==> config.mk <==
export PLATFORM = sky130hd
export DESIGN_NAME = fbled_status_led_driver
export DESIGN_NICKNAME = d
export VERILOG_FILES = /design/src/fbled_pkg.sv /design/src/fbled_pattern_gen.sv /design/src/fbled_status_led_driver.sv
export SDC_FILE = /design/constraint.sdc
export NUM_CORES = 1
export LEC_CHECK = 0
export BUFFER_PORTS_ARGS = -buffer_cell sky130_fd_sc_hd__buf_2
export CAP_MARGIN = 20
export CORE_UTILIZATION = 30
export DETAILED_ROUTE_END_ITERATION = 10
export GPL_ROUTABILITY_DRIVEN = 0
export SYNTH_ARGS = -nofsm -noshare
export SYNTH_HDL_FRONTEND = slang
export SYNTH_HIERARCHICAL = 1
export SYNTH_SLANG_ARGS = --single-unit
==> constraint.sdc <==
create_clock -name clk -period 3.15 [get_ports clk]
set_input_delay 0.63 -clock clk [delete_from_list [all_inputs] [get_ports clk]]
set_output_delay 0.63 -clock clk [all_outputs]
set_load 0.02 [all_outputs]
==> src/fbled_pkg.sv <==
package fbled_pkg;

    // ============================================================
    // Clock and timing
    localparam int unsigned FBLED_CLK_PERIOD_NS = 10;
    localparam int unsigned FBLED_TICK_MS = 50;
    localparam int unsigned FBLED_TICK_CYCLES = FBLED_TICK_MS * 1000000 / FBLED_CLK_PERIOD_NS;
    localparam int unsigned FBLED_BASE_INIT_MS = 1500;
    localparam int unsigned FBLED_WAIT_UNIT_MS = 100;
    localparam int unsigned FBLED_BASE_INIT_TICKS = FBLED_BASE_INIT_MS / FBLED_TICK_MS;
    localparam int unsigned FBLED_WAIT_UNIT_TICKS = FBLED_WAIT_UNIT_MS / FBLED_TICK_MS;
    localparam logic [15:0] FBLED_WAIT_MAX = 16'h0064;

    // ============================================================
    // Lamp pattern timing, in 50 ms ticks
    localparam logic [5:0] FBLED_BLINK_TICKS = 6'h04;
    localparam logic [5:0] FBLED_FLASH_ON_TICKS = 6'h04;
    localparam logic [5:0] FBLED_SINGLE_PERIOD = 6'h18;
    localparam logic [5:0] FBLED_DOUBLE_PERIOD = 6'h20;

    // ============================================================
    // Register map
    localparam logic [15:0] FBLED_OFS_POWERUP_WAIT = 16'h3618;
    localparam logic [15:0] FBLED_OFS_COMM_EXT_SETUP = 16'h3722;
    localparam int unsigned FBLED_LINK_MODE_BIT = 11;
    localparam logic [15:0] FBLED_POWERUP_WAIT_RST = 16'h0000;
    localparam logic [15:0] FBLED_COMM_EXT_SETUP_RST = 16'h0000;

    // ============================================================
    // Types
    typedef enum logic [2:0] {
        FBLED_ESM_INIT,
        FBLED_ESM_BOOT,
        FBLED_ESM_PREOP,
        FBLED_ESM_SAFEOP,
        FBLED_ESM_OP
    } fbled_esm_t;

    typedef enum logic [2:0] {
        FBLED_ALM_NONE,
        FBLED_ALM_SETUP,
        FBLED_ALM_SYNC,
        FBLED_ALM_WATCHDOG,
        FBLED_ALM_INIT,
        FBLED_ALM_PDI
    } fbled_alarm_t;

    typedef struct packed {
        logic flicker;
        logic blink;
        logic single_flash;
        logic double_flash;
    } fbled_pattern_t;

    typedef struct packed {
        logic state_lamp;
        logic fault_lamp;
        logic port_in_lamp;
        logic port_out_lamp;
    } fbled_lamps_t;

    typedef struct packed {
        logic wr;
        logic [15:0] addr;
        logic [15:0] wdata;
    } fbled_reg_req_t;

endpackage

==> src/fbled_pattern_gen.sv <==
`timescale 1ns/10ps
module fbled_pattern_gen
    import fbled_pkg::*;
(
    input wire logic clk,
    input wire logic sys_rst,
    input wire logic tick,
    output fbled_pattern_t pattern
);

    logic flick_r;
    logic blink_r;
    logic [1:0] blink_cnt_r;
    logic [5:0] single_cnt_r;
    logic [5:0] double_cnt_r;
    wire single_wrap = (single_cnt_r == FBLED_SINGLE_PERIOD - 6'h01);
    wire double_wrap = (double_cnt_r == FBLED_DOUBLE_PERIOD - 6'h01);
    wire blink_wrap = (blink_cnt_r == 2'h3);

    // ============================================================
    // Free-running phase counters
    always_ff @(posedge clk) begin
        if (sys_rst) begin
            flick_r <= 1'b0;
            blink_r <= 1'b0;
            blink_cnt_r <= 2'h0;
            single_cnt_r <= 6'h00;
            double_cnt_r <= 6'h00;
        end else if (tick) begin
            flick_r <= ~flick_r;
            blink_cnt_r <= blink_cnt_r + 2'h1;
            if (blink_wrap) begin
                blink_r <= ~blink_r;
            end
            single_cnt_r <= single_wrap ? 6'h00 : single_cnt_r + 6'h01;
            double_cnt_r <= double_wrap ? 6'h00 : double_cnt_r + 6'h01;
        end
    end

    // Double flash: on 0-3, off 4-7, on 8-11, then 1000 ms dark
    assign pattern.flicker = flick_r;
    assign pattern.blink = blink_r;
    assign pattern.single_flash = (single_cnt_r < FBLED_FLASH_ON_TICKS);
    assign pattern.double_flash = (double_cnt_r < FBLED_FLASH_ON_TICKS) ||
        ((double_cnt_r >= 6'h08) && (double_cnt_r < 6'h0C));

endmodule

==> src/fbled_status_led_driver.sv <==
`timescale 1ns/10ps
module fbled_status_led_driver
    import fbled_pkg::*;
#(
    parameter int unsigned TICK_CYCLES = FBLED_TICK_CYCLES
)(
    input wire logic clk,
    input wire logic sys_rst,
    input fbled_esm_t esm_state,
    input fbled_alarm_t alarm_class,
    input wire logic comm_alarm_active,
    input wire logic link_in_pin,
    input wire logic act_in_pin,
    input wire logic link_out_pin,
    input wire logic act_out_pin,
    input fbled_reg_req_t reg_req,
    output logic [15:0] reg_rdata,
    output fbled_lamps_t lamps,
    output logic init_done,
    output logic link_setup_variant_one
);

    // ============================================================
    // Registers
    logic [15:0] powerup_wait_time_r;
    logic [15:0] comm_extended_setup_r;
    wire sel_wait = (reg_req.addr == FBLED_OFS_POWERUP_WAIT);
    wire sel_ext = (reg_req.addr == FBLED_OFS_COMM_EXT_SETUP);
    // All 16 bits are stored; range limiting happens only where a value is used
    wire wr_wait = reg_req.wr && sel_wait;
    wire wr_ext = reg_req.wr && sel_ext;
    // Read data follows the address one cycle late; unmapped reads give zero
    wire [15:0] rdata_nxt = sel_wait ? powerup_wait_time_r :
        sel_ext ? comm_extended_setup_r : 16'h0000;

    always_ff @(posedge clk) begin
        if (sys_rst) begin
            powerup_wait_time_r <= FBLED_POWERUP_WAIT_RST;
            comm_extended_setup_r <= FBLED_COMM_EXT_SETUP_RST;
            reg_rdata <= 16'h0000;
        end else begin
            if (wr_wait) begin
                powerup_wait_time_r <= reg_req.wdata;
            end
            if (wr_ext) begin
                comm_extended_setup_r <= reg_req.wdata;
            end
            reg_rdata <= rdata_nxt;
        end
    end

    // Variant bit is only passed on; the link hardware acts on it
    assign link_setup_variant_one = comm_extended_setup_r[FBLED_LINK_MODE_BIT];

    // ============================================================
    // 50 ms tick divider
    // Restarts with reset, so every lamp pattern begins in the same phase
    // One-cycle enable; no second clock is derived
    logic [31:0] div_cnt_r;
    wire tick = (div_cnt_r == 32'(TICK_CYCLES - 1));
    wire [31:0] div_inc = div_cnt_r + 32'h0000_0001;

    always_ff @(posedge clk) begin
        if (sys_rst) begin
            div_cnt_r <= 32'h0000_0000;
        end else begin
            div_cnt_r <= tick ? 32'h0000_0000 : div_inc;
        end
    end

    // ============================================================
    // Pattern source
    // One shared generator keeps all lamps in step with each other
    fbled_pattern_t pat;

    fbled_pattern_gen u_pat (
        .clk(clk),
        .sys_rst(sys_rst),
        .tick(tick),
        .pattern(pat)
    );

    // ============================================================
    // Power-up wait
    // Setting is sampled live; values above 100 are clamped rather than refused
    wire [15:0] wait_clamped = (powerup_wait_time_r > FBLED_WAIT_MAX) ?
        FBLED_WAIT_MAX : powerup_wait_time_r;
    wire [15:0] init_target = 16'(FBLED_BASE_INIT_TICKS) +
        16'(wait_clamped * 16'(FBLED_WAIT_UNIT_TICKS));
    // Worst case of 230 ticks fits easily in sixteen bits
    logic [15:0] init_cnt_r;
    wire [15:0] init_cnt_inc = init_cnt_r + 16'h0001;
    wire init_reached = (init_cnt_inc >= init_target);

    // Counting stops once done, so the flag only falls again through reset
    always_ff @(posedge clk) begin
        if (sys_rst) begin
            init_cnt_r <= 16'h0000;
            init_done <= 1'b0;
        end else if (tick && !init_done) begin
            init_cnt_r <= init_cnt_inc;
            init_done <= init_reached;
        end
    end

    // ============================================================
    // Pin synchronisers
    // Order: link_in, act_in, link_out, act_out
    logic [3:0] s1_r;
    logic [3:0] s2_r;
    logic [3:0] s3_r;
    logic [3:0] pin_r;
    wire [3:0] pins_raw = {act_out_pin, link_out_pin, act_in_pin, link_in_pin};
    wire [3:0] agree = ~(s2_r ^ s3_r);
    wire [3:0] pin_nxt = (agree & s3_r) | (~agree & pin_r);

    // Only the second stage reads the first; a change counts once stages two and three agree
    always_ff @(posedge clk) begin
        if (sys_rst) begin
            s1_r <= 4'h0;
            s2_r <= 4'h0;
            s3_r <= 4'h0;
            pin_r <= 4'h0;
        end else begin
            s1_r <= pins_raw;
            s2_r <= s1_r;
            s3_r <= s2_r;
            pin_r <= pin_nxt;
        end
    end

    // ============================================================
    // Settled pin levels
    wire link_in_ok = pin_r[0];
    wire act_in_ok = pin_r[1];
    wire link_out_ok = pin_r[2];
    wire act_out_ok = pin_r[3];
    wire [1:0] act_now = {act_out_ok, act_in_ok};

    // ============================================================
    // Activity stretch
    // Activity is a short pulse; stretch it over a whole flicker phase so it shows
    logic [1:0] act_seen_r;
    logic [1:0] act_hold_r;

    always_ff @(posedge clk) begin
        if (sys_rst) begin
            act_seen_r <= 2'h0;
            act_hold_r <= 2'h0;
        end else if (tick) begin
            act_hold_r <= act_seen_r | act_now;
            // A frame on the tick edge also counts for the next period
            act_seen_r <= act_now;
        end else begin
            act_seen_r <= act_seen_r | act_now;
        end
    end

    // ============================================================
    // Lamp selection
    // Link down wins over activity, so a dead port never flickers
    function automatic logic port_lamp(input logic link, input logic act, input logic flk);
        port_lamp = link && (act ? flk : 1'b1);
    endfunction

    logic state_nxt;
    logic fault_nxt;

    // Codes outside the enum light nothing rather than guess a pattern
    always_comb begin
        unique case (esm_state)
            FBLED_ESM_INIT: state_nxt = 1'b0;
            FBLED_ESM_BOOT: state_nxt = pat.flicker;
            FBLED_ESM_PREOP: state_nxt = pat.blink;
            FBLED_ESM_SAFEOP: state_nxt = pat.single_flash;
            FBLED_ESM_OP: state_nxt = 1'b1;
            default: state_nxt = 1'b0;
        endcase
    end

    always_comb begin
        unique case (alarm_class)
            FBLED_ALM_SETUP: fault_nxt = pat.blink;
            FBLED_ALM_SYNC: fault_nxt = pat.single_flash;
            FBLED_ALM_WATCHDOG: fault_nxt = pat.double_flash;
            FBLED_ALM_INIT: fault_nxt = pat.flicker;
            FBLED_ALM_PDI: fault_nxt = 1'b0;
            default: fault_nxt = 1'b0;
        endcase
    end

    // ============================================================
    // Lamp outputs
    // Gating by the alarm flag keeps a stale class from lighting the fault lamp
    wire fault_gated = comm_alarm_active && fault_nxt;
    wire port_in_nxt = port_lamp(link_in_ok, act_hold_r[0], pat.flicker);
    wire port_out_nxt = port_lamp(link_out_ok, act_hold_r[1], pat.flicker);

    always_ff @(posedge clk) begin
        if (sys_rst) begin
            lamps <= '0;
        end else begin
            lamps.state_lamp <= state_nxt;
            lamps.fault_lamp <= fault_gated;
            lamps.port_in_lamp <= port_in_nxt;
            lamps.port_out_lamp <= port_out_nxt;
        end
    end

endmodule

**After elaboration in Yosys (flattened, before gate mapping)**

Index checks and enable logic that the tools add are counted.

- Register bits after elaboration: 137
- Input bits: 46
- Output and inout bits: 22
- Word-level logic and storage cells: 77

- Add/subtract/negate cells: 6
- $lt $le $gt $ge: 6
- Equality and inequality tests: 14
- Muxes and demuxes: 10
- Bitwise logic cells: 9
- Reductions and logical operators: 11

Operator list:

| cell | count |
|---|---|
| $add A32 B1 Y32 const B | 1 |
| $eq A16 B14 Y1 const B | 2 |
| $eq A32 B23 Y1 const B | 1 |
| $mux W16 | 2 |
| $add A16 B1 Y16 const B | 1 |
| $add A5 B16 Y16 const A | 1 |
| $ge A16 B16 Y1 | 1 |
| $gt A16 B7 Y1 const B | 1 |
| $mux W15 | 1 |
| $add A6 B1 Y6 const B | 2 |
| $eq A3 B2 Y1 const B | 4 |
| $eq A6 B5 Y1 const B | 2 |
| $lt A6 B3 Y1 const B | 2 |
| $mux W6 | 2 |
| $and A4 B4 Y4 | 2 |
| $not A4 Y4 | 2 |
| $pmux W1 S4 | 2 |
| $logic_and A1 B1 Y1 | 7 |
| $eq A3 B1 Y1 const B | 2 |
| $eq A3 B3 Y1 const B | 2 |
| $ge A6 B4 Y1 const B | 1 |
| $lt A6 B4 Y1 const B | 1 |
| $or A4 B4 Y4 | 1 |
| $xor A4 B4 Y4 | 1 |
| other kinds (10) | 12 |

**Longest topological paths before layout**

Gate-level depths: netlist (run 1).

- Word-level depth: 5
- Gate-level depth with buffers: 14

**Hierarchy**

The synthesis (run 1) kept the hierarchy.

Modules (own cells, without submodules):

| module | times used | cells each | area each (µm²) |
|---|---|---|---|
| fbled_status_led_driver | 1 | 618 | 5402.7 |
| fbled_pattern_gen | 1 | 81 | 733.2 |

**Worst setup path after synthesis (run 1)**

No wires, ideal clock.

- Path kind: reg-to-reg
- Start: register powerup_wait_time_r[9]
- End: register init_done
- Setup time: 0.140 ns
- Arrival time: 2.634 ns
- Setup slack: 0.377 ns
- Cell stages (with the launch flop): 15
- Period minus slack after synthesis: 2.773 ns
- Path through: dfxtp_1 > nor4_1 > nand3_1 > a31oi_1 > nand2_1 > ha_1 > nand2_1 > xnor2_1 > and2_1 > ha_1 > a2111oi_0 > o21ai_0 > a221oi_1 > or4_1 > a221oi_1

- Cells in the longest elaborated chain, start to end: 4

Ends and longest elaborated chain:

| what | line | text |
|---|---|---|
| from (decl) | fbled_status_led_driver.sv:25 | `logic [15:0] powerup_wait_time_r;` |
| from (signal assigned) | fbled_status_led_driver.sv:43 | `powerup_wait_time_r <= reg_req.wdata;` |
| $gt A16 B7 Y1 | fbled_status_led_driver.sv:86 | `wire [15:0] wait_clamped = (powerup_wait_time_r > FBLED_WAIT_MAX) ?` |
| $mux W15 * | fbled_status_led_driver.sv:86 |  |
| $add A5 B16 Y16 * | fbled_status_led_driver.sv:88 | `wire [15:0] init_target = 16'(FBLED_BASE_INIT_TICKS) +` |
| $ge A16 B16 Y1 * | fbled_status_led_driver.sv:93 | `wire init_reached = (init_cnt_inc >= init_target);` |
| to (signal assigned) | fbled_status_led_driver.sv:102 | `init_done <= init_reached;` |
| to (decl) | fbled_status_led_driver.sv:19 | `output logic init_done,` |

Mark *: on every way between the ends. The rest lies on a longest branch, timed or not.
A chain may end at the register's enable or synchronous reset.

**Final worst setup path (run 1)**

- Start: register powerup_wait_time_r[12]
- End: register init_done

The elaborated chain is that of the path after synthesis.

==> impl_metrics.csv, run 1 <==
group,metric,value,unit
outcome,result_of_the_run,"complete, no violations",
run,max-cap-violations,0,
logic_synthesis,share_of_synthesized_area_occupied_by_flip_flops_and_latches,44.70,%
critical_path,crit_top_cell,"sky130_fd_sc_hd__a221oi_2",
clock_network,cts-buffers-inserted,17,
critical_path,worstRegToRegCells,13,
global_routing,overflow_left_after_global_routing,0,
logic_synthesis,synth_area,6136,µm²
route,initialDrtViolationCount,236,
logic_synthesis,netlist.area_leader.share,44.70,%
pwr,total_leakage_power,0.002776,µW
critical_path,worst_path_max_delay_cell,"sky130_fd_sc_hd__or4_1",
finish,drive_gt1_share,16.56,%
finish,antenna_cells_inserted,0,
global_routing,grt_antenna_before_repair,0,
floorplan,initial_utilization,31.02,%
hold_path,timing.hold.worst.start,"link_out_pin",
route,drt-vias-per-instance,4.840,
critical_path,slowest_delay,490,ps
placed_design,dpl.hpwl,8995,µm
critical_path,worst_ep_required_time,3480,ps
sta,final_min_period_over_clock_period,96.07,%
floorplan,dieHeight,145.0,µm
clock_network,clk_latency,420,ps
critical_path,arrival_time_of_data_at_the_critical_path_endpoint,3350,ps
logic_synthesis,synth_enable_flop_cells,0,
pwr,vdd.ir_drop.worst,0.0002951,V
route,detail_route.wirelength,13190,µm
finish,utilization,37.79,%
sta,final_hold_viol_count,0,
clock_network,clock_path_buffers,2,
clock_network,clock_sink_count,137,
critical_path,critPathBufInv,0,
floorplan,top_level_ports,68,
global_routing,maximum_number_of_pins_on_one_net_before_global_route_repair,72,
critical_path,worstPathMaxFanout,3,
logic_synthesis,netlist_instances,699,
global_routing,grt_pass1_vias,4780,
logic_synthesis,postSynthAreaPerCell,8.778,µm²
finish,filler_cell_count,2022,
hold_path,hold_path_class,"in2reg",
finish,finish.instance_area,7475,µm²
route,detailedRoute.firstPassIterationCount,4,
finish,number_of_standard_cells_in_the_final_layout_excluding_fillers,1050,
route,total_drc_errors_in_the_routed_layout,0,
global_routing,wire_length_of_the_first_global_routing_pass,22290,µm
critical_path,timing.setup.critical_path_class,"reg2reg",
route,final_antenna_net_count,0,
floorplan,fp.dieArea,21030,µm²
sta,max_clock_freq,0.3305,GHz
pwr,p_total,3795,µW
clock_network,cts-htree-levels,4,
global_routing,grt_util_all_layers,12.92,%
clock_network,clkSlewWorstSetupHoldPaths,60,ps
clock_network,cts_root_buf,"sky130_fd_sc_hd__clkbuf_16",
route,wl_per_cell,12.56,µm
sta,timing.slew.headroom,48.52,%
sta,skew,6.846,ps
critical_path,worstSetupEndpointType,"flop",
placed_design,place.detailed.instances,1019,
floorplan,floorplan.core_area,19780,µm²
route,num_vias,5082,
sta,final_number_of_max_transition_violations,0,
critical_path,setup.reg_to_reg.worst_slack,120,ps
logic_synthesis,ys_types,53,
placed_design,port_buffers,67,
floorplan,floorplan.die.width,145.0,µm
logic_synthesis,leading_register_cell_type_out_of_synthesis,"sky130_fd_sc_hd__dfxtp_1",
logic_synthesis,synth_common_cells,"137 x sky130_fd_sc_hd__dfxtp_1, 93 x sky130_fd_sc_hd__nor2_1, 58 x sky130_fd_sc_hd__nand2_1",
placed_design,dpl_cell_area,6797,µm²
finish,nNetsFinal,843,
logic_synthesis,ys_warns,6,
critical_path,capture_instance_of_the_worst_register_to_register_path,"init_done",
logic_synthesis,yosysTopAreaCell,"sky130_fd_sc_hd__dfxtp_1",
sta,max_slew.worst_pin.slew,772.2,ps
hold_path,hold_path_depth,2,
hold_path,min_to,"s1_r[2]",
critical_path,critical_path.cell_chain,"nor4_2 > nand3_1 > a31oi_4 > nand2_2 > ha_4 > nand2_4 > a311oi_1 > ha_1 > o211ai_1 > nor2_1 > a221oi_2 > or4_1 > a221oi_2",
logic_synthesis,synth.area.top_cells,"sky130_fd_sc_hd__dfxtp_1 45%, sky130_fd_sc_hd__nor2_1 5.7%, sky130_fd_sc_hd__ha_1 4.5%, sky130_fd_sc_hd__xor2_1 4.1%, sky130_fd_sc_hd__xnor2_1 3.9%",
clock_network,tritoncts,"built",
logic_synthesis,synth.ff_latch_count,137,
finish,syn2layout_area_growth,21.82,%
sta,fin_crit,3026,ps
sta,accumulated_negative_setup_slack,0,ps
sta,setup_viol,0,
critical_path,crit_path_start_kind,"flop",
logic_synthesis,synthMostInstantiatedCell,"sky130_fd_sc_hd__dfxtp_1",
critical_path,r2r_start,"powerup_wait_time_r[12]",
logic_synthesis,async_reset_ff_share,0,%
critical_path,top_family_by_delay_on_critical_path,"simple AND/OR/NAND/NOR gates",
floorplan,rows,51,
pwr,power-per-cell-area,507.7,nW/µm²
[cell usage in the layout, fill, tap and decap left out, types with 5 or more instances in the layout]
master and count:
sky130_fd_sc_hd__xor2_1 29, sky130_fd_sc_hd__ha_1 20, sky130_fd_sc_hd__o21ai_0 22, sky130_fd_sc_hd__dfxtp_1 136, sky130_fd_sc_hd__nor2_1 93, sky130_fd_sc_hd__clkbuf_16 17
sky130_fd_sc_hd__nand2_1 55, sky130_fd_sc_hd__nand4_1 27, sky130_fd_sc_hd__a21oi_1 45, sky130_fd_sc_hd__conb_1 8, sky130_fd_sc_hd__a22oi_1 16, sky130_fd_sc_hd__or3_1 12
sky130_fd_sc_hd__nand3_1 35, sky130_fd_sc_hd__buf_2 66, sky130_fd_sc_hd__inv_1 15, sky130_fd_sc_hd__nor3b_1 5, sky130_fd_sc_hd__buf_4 16, sky130_fd_sc_hd__mux2i_1 22
sky130_fd_sc_hd__and3_1 5, sky130_fd_sc_hd__and4_1 6, sky130_fd_sc_hd__nor2b_1 19, sky130_fd_sc_hd__xnor2_1 26, sky130_fd_sc_hd__nor3_1 18, sky130_fd_sc_hd__nor4_1 7
[worst max path at each step]
stage,startpoint,end,slack (ps),cells past startpoint
final,powerup_wait_time_r[12],init_done,120,13
after global routing,powerup_wait_time_r[12],init_done,-60,15
after CTS,powerup_wait_time_r[9],init_done,40,14
after detailed placement,powerup_wait_time_r[9],init_done,5,14
after global placement,powerup_wait_time_r[9],init_done,30,14
after floorplan,powerup_wait_time_r[9],init_done,380,14
[layout make-up]
class,count,area [µm²],share of cell area (%)
inverter,15,56.30,0.7533
clock buffer,19,452.9,6.060
timing repair buffer,83,461.7,6.177
clock inverter,10,122.6,1.640
multi-input combinational,521,3306,44.22
tap,265,331.6,4.436
sequential,137,2744,36.71
[state kept, by name, indices dropped and copies added (netlist names), 4 cells and up, named ones only]
signal                 count
comm_extended_setup_r     16
div_cnt_r                 32
init_cnt_r                16
lamps                      4
powerup_wait_time_r       16
reg_rdata                 16
s1_r                       4
s2_r                       4
s3_r                       4
u_pat/double_cnt_r         6
u_pat/single_cnt_r         6
[timing repair]
action	in CTS	in global routing
pin swaps	0	10
gates resized for setup	1	18
setup endpoints to repair	1	1
cloned	0	0
buffers inserted	0	2
hold buffers	0	0
[kinds of logic (layout without fill, tap and decap cells)]
family	count (synthesis)	count (layout)	synth area share, %
AND/OR/NAND/NOR	305	305	25.12
flip-flops	137	137	44.70
AO/OA/AOI/OAI	107	107	10.67
XOR/XNOR	56	56	7.993
buffers and inverters	48	127	3.201
multiplexers	23	23	3.772
adder cells (fa/ha/maj)	22	22	4.486
other	1	8	0.06112
[worst register-to-register path, stage by stage (launching register included)]
cell	delay [ps]
sky130_fd_sc_hd__dfxtp_2	330
sky130_fd_sc_hd__nor4_2	290
sky130_fd_sc_hd__nand3_1	190
sky130_fd_sc_hd__a31oi_4	230
sky130_fd_sc_hd__nand2_2	110
sky130_fd_sc_hd__ha_4	190
sky130_fd_sc_hd__nand2_4	60
sky130_fd_sc_hd__a311oi_1	110
sky130_fd_sc_hd__ha_1	350
sky130_fd_sc_hd__o211ai_1	100
sky130_fd_sc_hd__nor2_1	160
sky130_fd_sc_hd__a221oi_2	90
sky130_fd_sc_hd__or4_1	490
sky130_fd_sc_hd__a221oi_2	230
[power by group]
| part | internal, µW | switching (µW) |
|---|---|---|
| clock | 1200 | 738 |
| sequential | 1750 | 9.89 |
| combinational | 42.5 | 61.4 |
| total | 2990 | 809 |
[metrics by stage]
step | hold slack (ps) | setup WS, ps
2_1_floorplan | 413.8 | 376.6
3_3_place_gp | 420.0 | 31.19
3_5_place_dp | 425.6 | 5.093
4_1_cts | 406.7 | 35.53
5_1_grt | 414.2 | -62.32
6_report | 425.1 | 123.9
[per-layer routing]
metal	track usage [%]	part of all wire, %	vias up
met5	0	0	-
met4	5.585	1.8	0
met3	3.365	3.3	19
met2	21.20	48	84
met1	15.86	47	2373
li1	-	-	2606
Note: power is estimated with default switching activity, not from simulation.
==> run 2, diff against run 1 <==
- CELL_PAD_IN_SITES_DETAIL_PLACEMENT: default -> 2
- CELL_PAD_IN_SITES_GLOBAL_PLACEMENT: default -> 2
- PLACE_DENSITY_LB_ADDON: default -> 0.1
==> run 2 against run 1 <==
- final cell count is 0.38% higher
- largest power group unchanged
- core utilization hardly changed
- total power is 1.1% higher
- design area hardly changed
- sequential cell count stayed put
==> impl_metrics.csv, run 2 (same netlist as run 1, synthesis figures left out) <==
group,metric,value,unit
critical_path,worstRegToRegCells,13,
placed_design,port_buffers,67,
sta,timing.slew.headroom,47.12,%
clock_network,clock_path_buffers,2,
finish,drive_gt1_share,16.98,%
critical_path,capture_instance_of_the_worst_register_to_register_path,"init_done",
finish,layout.cells.most_common,"sky130_fd_sc_hd__dfxtp_1",
global_routing,maximum_number_of_pins_on_one_net_before_global_route_repair,45,
finish,antenna_cells_inserted,0,
clock_network,cts_hold_buf,0,
finish,nNetsFinal,844,
floorplan,top_level_ports,68,
placed_design,dpl.hpwl,12120,µm
route,drt-vias-per-instance,5.022,
pwr,power-per-cell-area,513.4,nW/µm²
hold_path,hold_path_depth,2,
pwr,p_total,3835,µW
route,total_drc_errors_in_the_routed_layout,0,
floorplan,floorplan.core_area,19780,µm²
global_routing,grt_pass1_vias,5871,
pwr,total_leakage_power,0.002783,µW
placed_design,place.detailed.instances,1021,
sta,final_number_of_max_transition_violations,0,
clock_network,cts-buffers-inserted,17,
critical_path,worstSetupEndpointType,"flop",
critical_path,crit_path_start_kind,"flop",
floorplan,fp.dieArea,21030,µm²
clock_network,clk_latency,430,ps
route,final_antenna_net_count,0,
critical_path,setup.reg_to_reg.worst_slack,230,ps
sta,final_min_period_over_clock_period,92.84,%
sta,hold_slack,405.7,ps
global_routing,overflow_left_after_global_routing,0,
finish,registers.top_by_ff_count,"div_cnt_r",
critical_path,critical_path.cell_chain,"nor4_2 > nand3_1 > a31oi_1 > buf_4 > nand2_2 > ha_4 > xnor2_1 > ha_1 > a2111oi_2 > o21ai_1 > a221oi_2 > or4_4 > a221oi_2",
route,wl_per_cell,16.30,µm
clock_network,clock_sink_count,137,
critical_path,worst_ep_required_time,3440,ps
floorplan,rows,51,
critical_path,worstPathMaxFanout,5,
hold_path,timing.hold.worst.start,"link_out_pin",
route,initialDrtViolationCount,172,
clock_network,tritoncts,"built",
route,detailedRoute.firstPassIterationCount,4,
floorplan,initial_utilization,31.02,%
critical_path,top_family_by_delay_on_critical_path,"compound AO/OA/AOI/OAI gates",
critical_path,crit_top_cell,"sky130_fd_sc_hd__a221oi_2",
clock_network,clkSlewWorstSetupHoldPaths,70,ps
clock_network,cts_root_buf,"sky130_fd_sc_hd__clkbuf_16",
critical_path,r2r_start,"powerup_wait_time_r[12]",
finish,largest_register_ff_count,32,
run,max-cap-violations,0,
critical_path,critPathBufInv,1,
route,num_vias,5293,
finish,syn2layout_area_growth,21.74,%
clock_network,cts-htree-levels,4,
route,detail_route.wirelength,17180,µm
sta,final_hold_viol_count,0,
global_routing,grt_antenna_before_repair,0,
finish,layout.cells.most_common_list,"136 x sky130_fd_sc_hd__dfxtp_1, 93 x sky130_fd_sc_hd__nor2_1, 66 x sky130_fd_sc_hd__buf_2, 55 x sky130_fd_sc_hd__nand2_1, 45 x sky130_fd_sc_hd__a21oi_1",
finish,number_of_standard_cells_in_the_final_layout_excluding_fillers,1054,
critical_path,timing.setup.critical_path_class,"reg2reg",
sta,max_clock_freq,0.3419,GHz
critical_path,slowest_delay,370,ps
critical_path,worst_path_max_delay_cell,"sky130_fd_sc_hd__a2111oi_2",
floorplan,dieHeight,145.0,µm
floorplan,floorplan.die.width,145.0,µm
sta,setup_viol,0,
hold_path,min_to,"s1_r[2]",
critical_path,arrival_time_of_data_at_the_critical_path_endpoint,3220,ps
sta,fin_crit,2924,ps
global_routing,grt_util_all_layers,17.23,%
sta,skew,9.509,ps
global_routing,wire_length_of_the_first_global_routing_pass,29050,µm
sta,accumulated_negative_setup_slack,0,ps
outcome,result_of_the_run,"complete, no violations",
finish,utilization,37.76,%
sta,max_slew.worst_pin.slew,790.9,ps
hold_path,hold_path_class,"in2reg",
pwr,vdd.ir_drop.worst,0.0003105,V
==> run 2: timing repair <==
item	in CTS	in global routing
pin swaps	1	7
setup endpoints to repair	1	1
buffers inserted	0	1
resized for setup	3	15
==> run 2: how the worst max path moves through the flow <==
stage | from | to | slack, ps | cells after the start
5_1_grt | powerup_wait_time_r[12] | init_done | -60 | 14
4_1_cts | powerup_wait_time_r[9] | init_done | 20 | 15
2_1_floorplan | powerup_wait_time_r[9] | init_done | 380 | 14
3_5_place_dp | powerup_wait_time_r[9] | init_done | -10 | 15
6_report | powerup_wait_time_r[12] | init_done | 230 | 13
3_3_place_gp | powerup_wait_time_r[9] | init_done | 110 | 15
==> run 2: metal layers <==
metal	GRT usage [%]	wire length, µm	up-vias
li1	-	-	2600
met1	20.75	7961	2615
met2	29.69	8491	64
met3	4.057	462	14
met4	6.277	268	0
met5	0	0	-
==> run 2: power breakdown <==
part / leakage, µW / switching (µW) / internal (µW)
logic: 0.00140 / 64.8 / 42.7
registers: 0.00111 / 11.3 / 1740
clock network: 0.000275 / 917 / 1050
==> run 2: metrics by stage <==
stage | cell area (µm²) | setup WS (ps)
6_report | 7470 | 225.6
5_1_grt | 7470 | -56.18
2_1_floorplan | 6162 | 376.6
3_3_place_gp | 6812 | 113.4
3_5_place_dp | 6812 | -12.36
4_1_cts | 7395 | 23.03
==> run 2: worst reg2reg max path: stages (launching register included) <==
cell                        delay (ps)
sky130_fd_sc_hd__dfxtp_2           340
sky130_fd_sc_hd__nor4_2            260
sky130_fd_sc_hd__nand3_1           130
sky130_fd_sc_hd__a31oi_1           190
sky130_fd_sc_hd__buf_4             180
sky130_fd_sc_hd__nand2_2            70
sky130_fd_sc_hd__ha_4              180
sky130_fd_sc_hd__xnor2_1           120
sky130_fd_sc_hd__ha_1              330
sky130_fd_sc_hd__a2111oi_2         370
sky130_fd_sc_hd__o21ai_1           140
sky130_fd_sc_hd__a221oi_2          260
sky130_fd_sc_hd__or4_4             170
sky130_fd_sc_hd__a221oi_2           50
==> run 2: layout make-up <==
class / count / area (µm²)
Clock buffer: 17 / 425.4
Clock inverter: 15 / 150.1
Fill cell: 2233 / 12310
Inverter: 15 / 56.30
Multi-Input combinational cell: 521 / 3297
Sequential cell: 137 / 2744
Tap cell: 265 / 331.6
Timing Repair Buffer: 84 / 465.4
==> run 3, diff against run 2 <==
- MAX_ROUTING_LAYER: default -> met4
- TNS_END_PERCENT: default -> 5
==> run 3 against run 2 <==
- worst setup slack got worse by 6.9 ps
- first-iteration DRC count increased by 22%
- die area unchanged
- highest routed layer unchanged
- final cell count unchanged
- fmax decreased by 0.23%
- non-clock buffer count unchanged
- sequential cell count unchanged
- global-route usage increased by 0.51 points
- clock-buffer cell count unchanged
- clock power about the same
- via count about the same
- core utilization unchanged
==> impl_metrics.csv, run 3 (same netlist as run 1, synthesis figures left out) <==
group,metric,value,unit
critical_path,timing.setup.critical_path_class,"reg2reg",
finish,syn2layout_area_growth,21.74,%
sta,max_slew.worst_pin.slew,780.9,ps
finish,antenna_cells_inserted,0,
critical_path,worst_ep_required_time,3440,ps
clock_network,cts-htree-levels,4,
clock_network,cts-buffers-inserted,17,
global_routing,overflow_left_after_global_routing,0,
global_routing,grt_antenna_before_repair,0,
critical_path,crit_top_cell,"sky130_fd_sc_hd__a221oi_2",
pwr,power.share.switching,25.83,%
clock_network,clkSlewWorstSetupHoldPaths,70,ps
sta,hold_slack,408.5,ps
route,total_drc_errors_in_the_routed_layout,0,
pwr,vdd.ir_drop.worst,0.0003071,V
pwr,internal_power,2842,µW
critical_path,slowest_delay,370,ps
route,wl_per_cell,16.24,µm
route,detailedRoute.firstPassIterationCount,4,
sta,skew,12.46,ps
critical_path,critical_path.cell_chain,"nor4_2 > nand3_1 > a31oi_1 > buf_4 > nand2_2 > ha_4 > xnor2_1 > ha_1 > a2111oi_2 > o21ai_1 > a221oi_2 > or4_4 > a221oi_2",
pwr,clock_power_share,51.4,%
floorplan,dieHeight,145.0,µm
outcome,result_of_the_run,"complete, no violations",
finish,finish.instance_area,7470,µm²
placed_design,dpl.hpwl,12120,µm
placed_design,dpl_worst_slack,-12.36,ps
floorplan,fp.dieArea,21030,µm²
pwr,power-per-cell-area,513.0,nW/µm²
clock_network,clock_path_buffers,2,
floorplan,top_level_ports,68,
pwr,total_leakage_power,0.002783,µW
floorplan,rows,51,
placed_design,dpl_cell_area,6812,µm²
global_routing,wire_length_of_the_first_global_routing_pass,29040,µm
finish,number_of_standard_cells_in_the_final_layout_excluding_fillers,1054,
floorplan,initial_utilization,31.02,%
global_routing,grt_util_all_layers,17.74,%
pwr,netSwitchingPower,989.7,µW
clock_network,cts_root_buf,"sky130_fd_sc_hd__clkbuf_16",
route,final_antenna_net_count,0,
finish,area_of_combinational_cells_with_multiple_inputs,3297,µm²
finish,registers.top_by_ff_count,"div_cnt_r",
clock_network,tritoncts,"built",
sta,final_hold_viol_count,0,
finish,layout.cells.most_common_list,"136 x sky130_fd_sc_hd__dfxtp_1, 93 x sky130_fd_sc_hd__nor2_1, 66 x sky130_fd_sc_hd__buf_2, 55 x sky130_fd_sc_hd__nand2_1, 45 x sky130_fd_sc_hd__a21oi_1",
finish,nNetsFinal,844,
global_routing,maximum_number_of_pins_on_one_net_before_global_route_repair,45,
run,max-cap-violations,0,
critical_path,worstSetupEndpointType,"flop",
pwr,power.share.combinational,2.8,%
floorplan,floorplan.core_area,19780,µm²
clock_network,clk_latency,440,ps
critical_path,crit_path_start_kind,"flop",
finish,drive_gt1_share,16.98,%
sta,postLayoutSetupSlackWorst,218.7,ps
critical_path,worst_path_max_delay_cell,"sky130_fd_sc_hd__a2111oi_2",
sta,timing.slew.headroom,47.79,%
placed_design,port_buffers,67,
sta,setup_viol,0,
placed_design,place.detailed.instances,1021,
clock_network,cts_hold_buf,0,
route,num_vias,5289,
hold_path,hold_path_class,"in2reg",
route,initialDrtViolationCount,210,
clock_network,clock_sink_count,137,
sta,final_min_period_over_clock_period,93.06,%
sta,fin_crit,2931,ps
sta,max_clock_freq,0.3411,GHz
finish,filler_cell_count,2233,
finish,largest_register_ff_count,32,
sta,final_number_of_max_transition_violations,0,
finish,layout.cells.most_common,"sky130_fd_sc_hd__dfxtp_1",
pwr,seq_power_share,45.8,%
floorplan,floorplan.die.width,145.0,µm
route,drt-vias-per-instance,5.018,
finish,regArea,2744,µm²
route,detail_route.wirelength,17120,µm
critical_path,arrival_time_of_data_at_the_critical_path_endpoint,3220,ps
critical_path,worstPathMaxFanout,5,
global_routing,grt_pass1_vias,5879,
[run 3: final timing paths]
| path | startpoint | to | slack, ps | depth (start not counted) |
|---|---|---|---|---|
| max reg2reg | powerup_wait_time_r[12] | init_done | 220 | 13 |
| min reg2reg | s1_r[2] | s2_r[2] | 450 | 1 |
| min | link_out_pin | s1_r[2] | 410 | 2 |
| max | powerup_wait_time_r[12] | init_done | 220 | 13 |
[run 3: repair_timing]
action,4_1_cts,5_1_grt
gates resized for setup,3,15
hold endpoints to repair,0,0
pin swaps,1,7
buffers inserted,0,1
endpoints found under the setup margin,1,1
[run 3: cell type report]
| type | instances | area share [%] |
|---|---|---|
| flip-flops and latches | 137 | 36.73 |
| inverters | 15 | 0.7538 |
| well taps | 265 | 4.439 |
| clock buffers | 17 | 5.695 |
| multi-input cells | 521 | 44.14 |
| clock inverters | 15 | 2.010 |
| repair buffers | 84 | 6.231 |
[run 3: metrics by stage]
stage / util, % / total power [µW] / setup TNS (ps)
4_1_cts: 37.38 / 3904 / 0
6_report: 37.76 / 3832 / 0
2_1_floorplan: - / 1849 / 0
3_3_place_gp: 34.43 / 1899 / 0
3_5_place_dp: 34.43 / 1905 / -12.36
5_1_grt: 37.76 / 3993 / -55.95
[run 3: power by group through the flow]
| stage | Combinational [µW] | Sequential [µW] | Clock, µW |
|---|---|---|---|
| after detailed placement | 110 | 1800 | 0 |
| after floorplan | 55.2 | 1790 | 0 |
| after global routing | 122 | 1760 | 2110 |
| after CTS | 110 | 1760 | 2040 |
| after global placement | 105 | 1790 | 0 |
| final | 107 | 1760 | 1970 |
[run 3: critical path: cells and delay by family (launching register included)]
kind / cells / cell delay, ps
compound gates: 5 / 1010
simple gates: 4 / 630
fa+ha+maj: 2 / 510
buf+inv: 1 / 180
xor+xnor: 1 / 120
flops: 1 / 340
[run 3: per-layer routing]
metal | GRT usage, % | share of wire (%)
met4 | 5.319 | 1.4
met5 | - | 0
met1 | 20.87 | 46
met2 | 29.57 | 50
met3 | 4.591 | 2.6
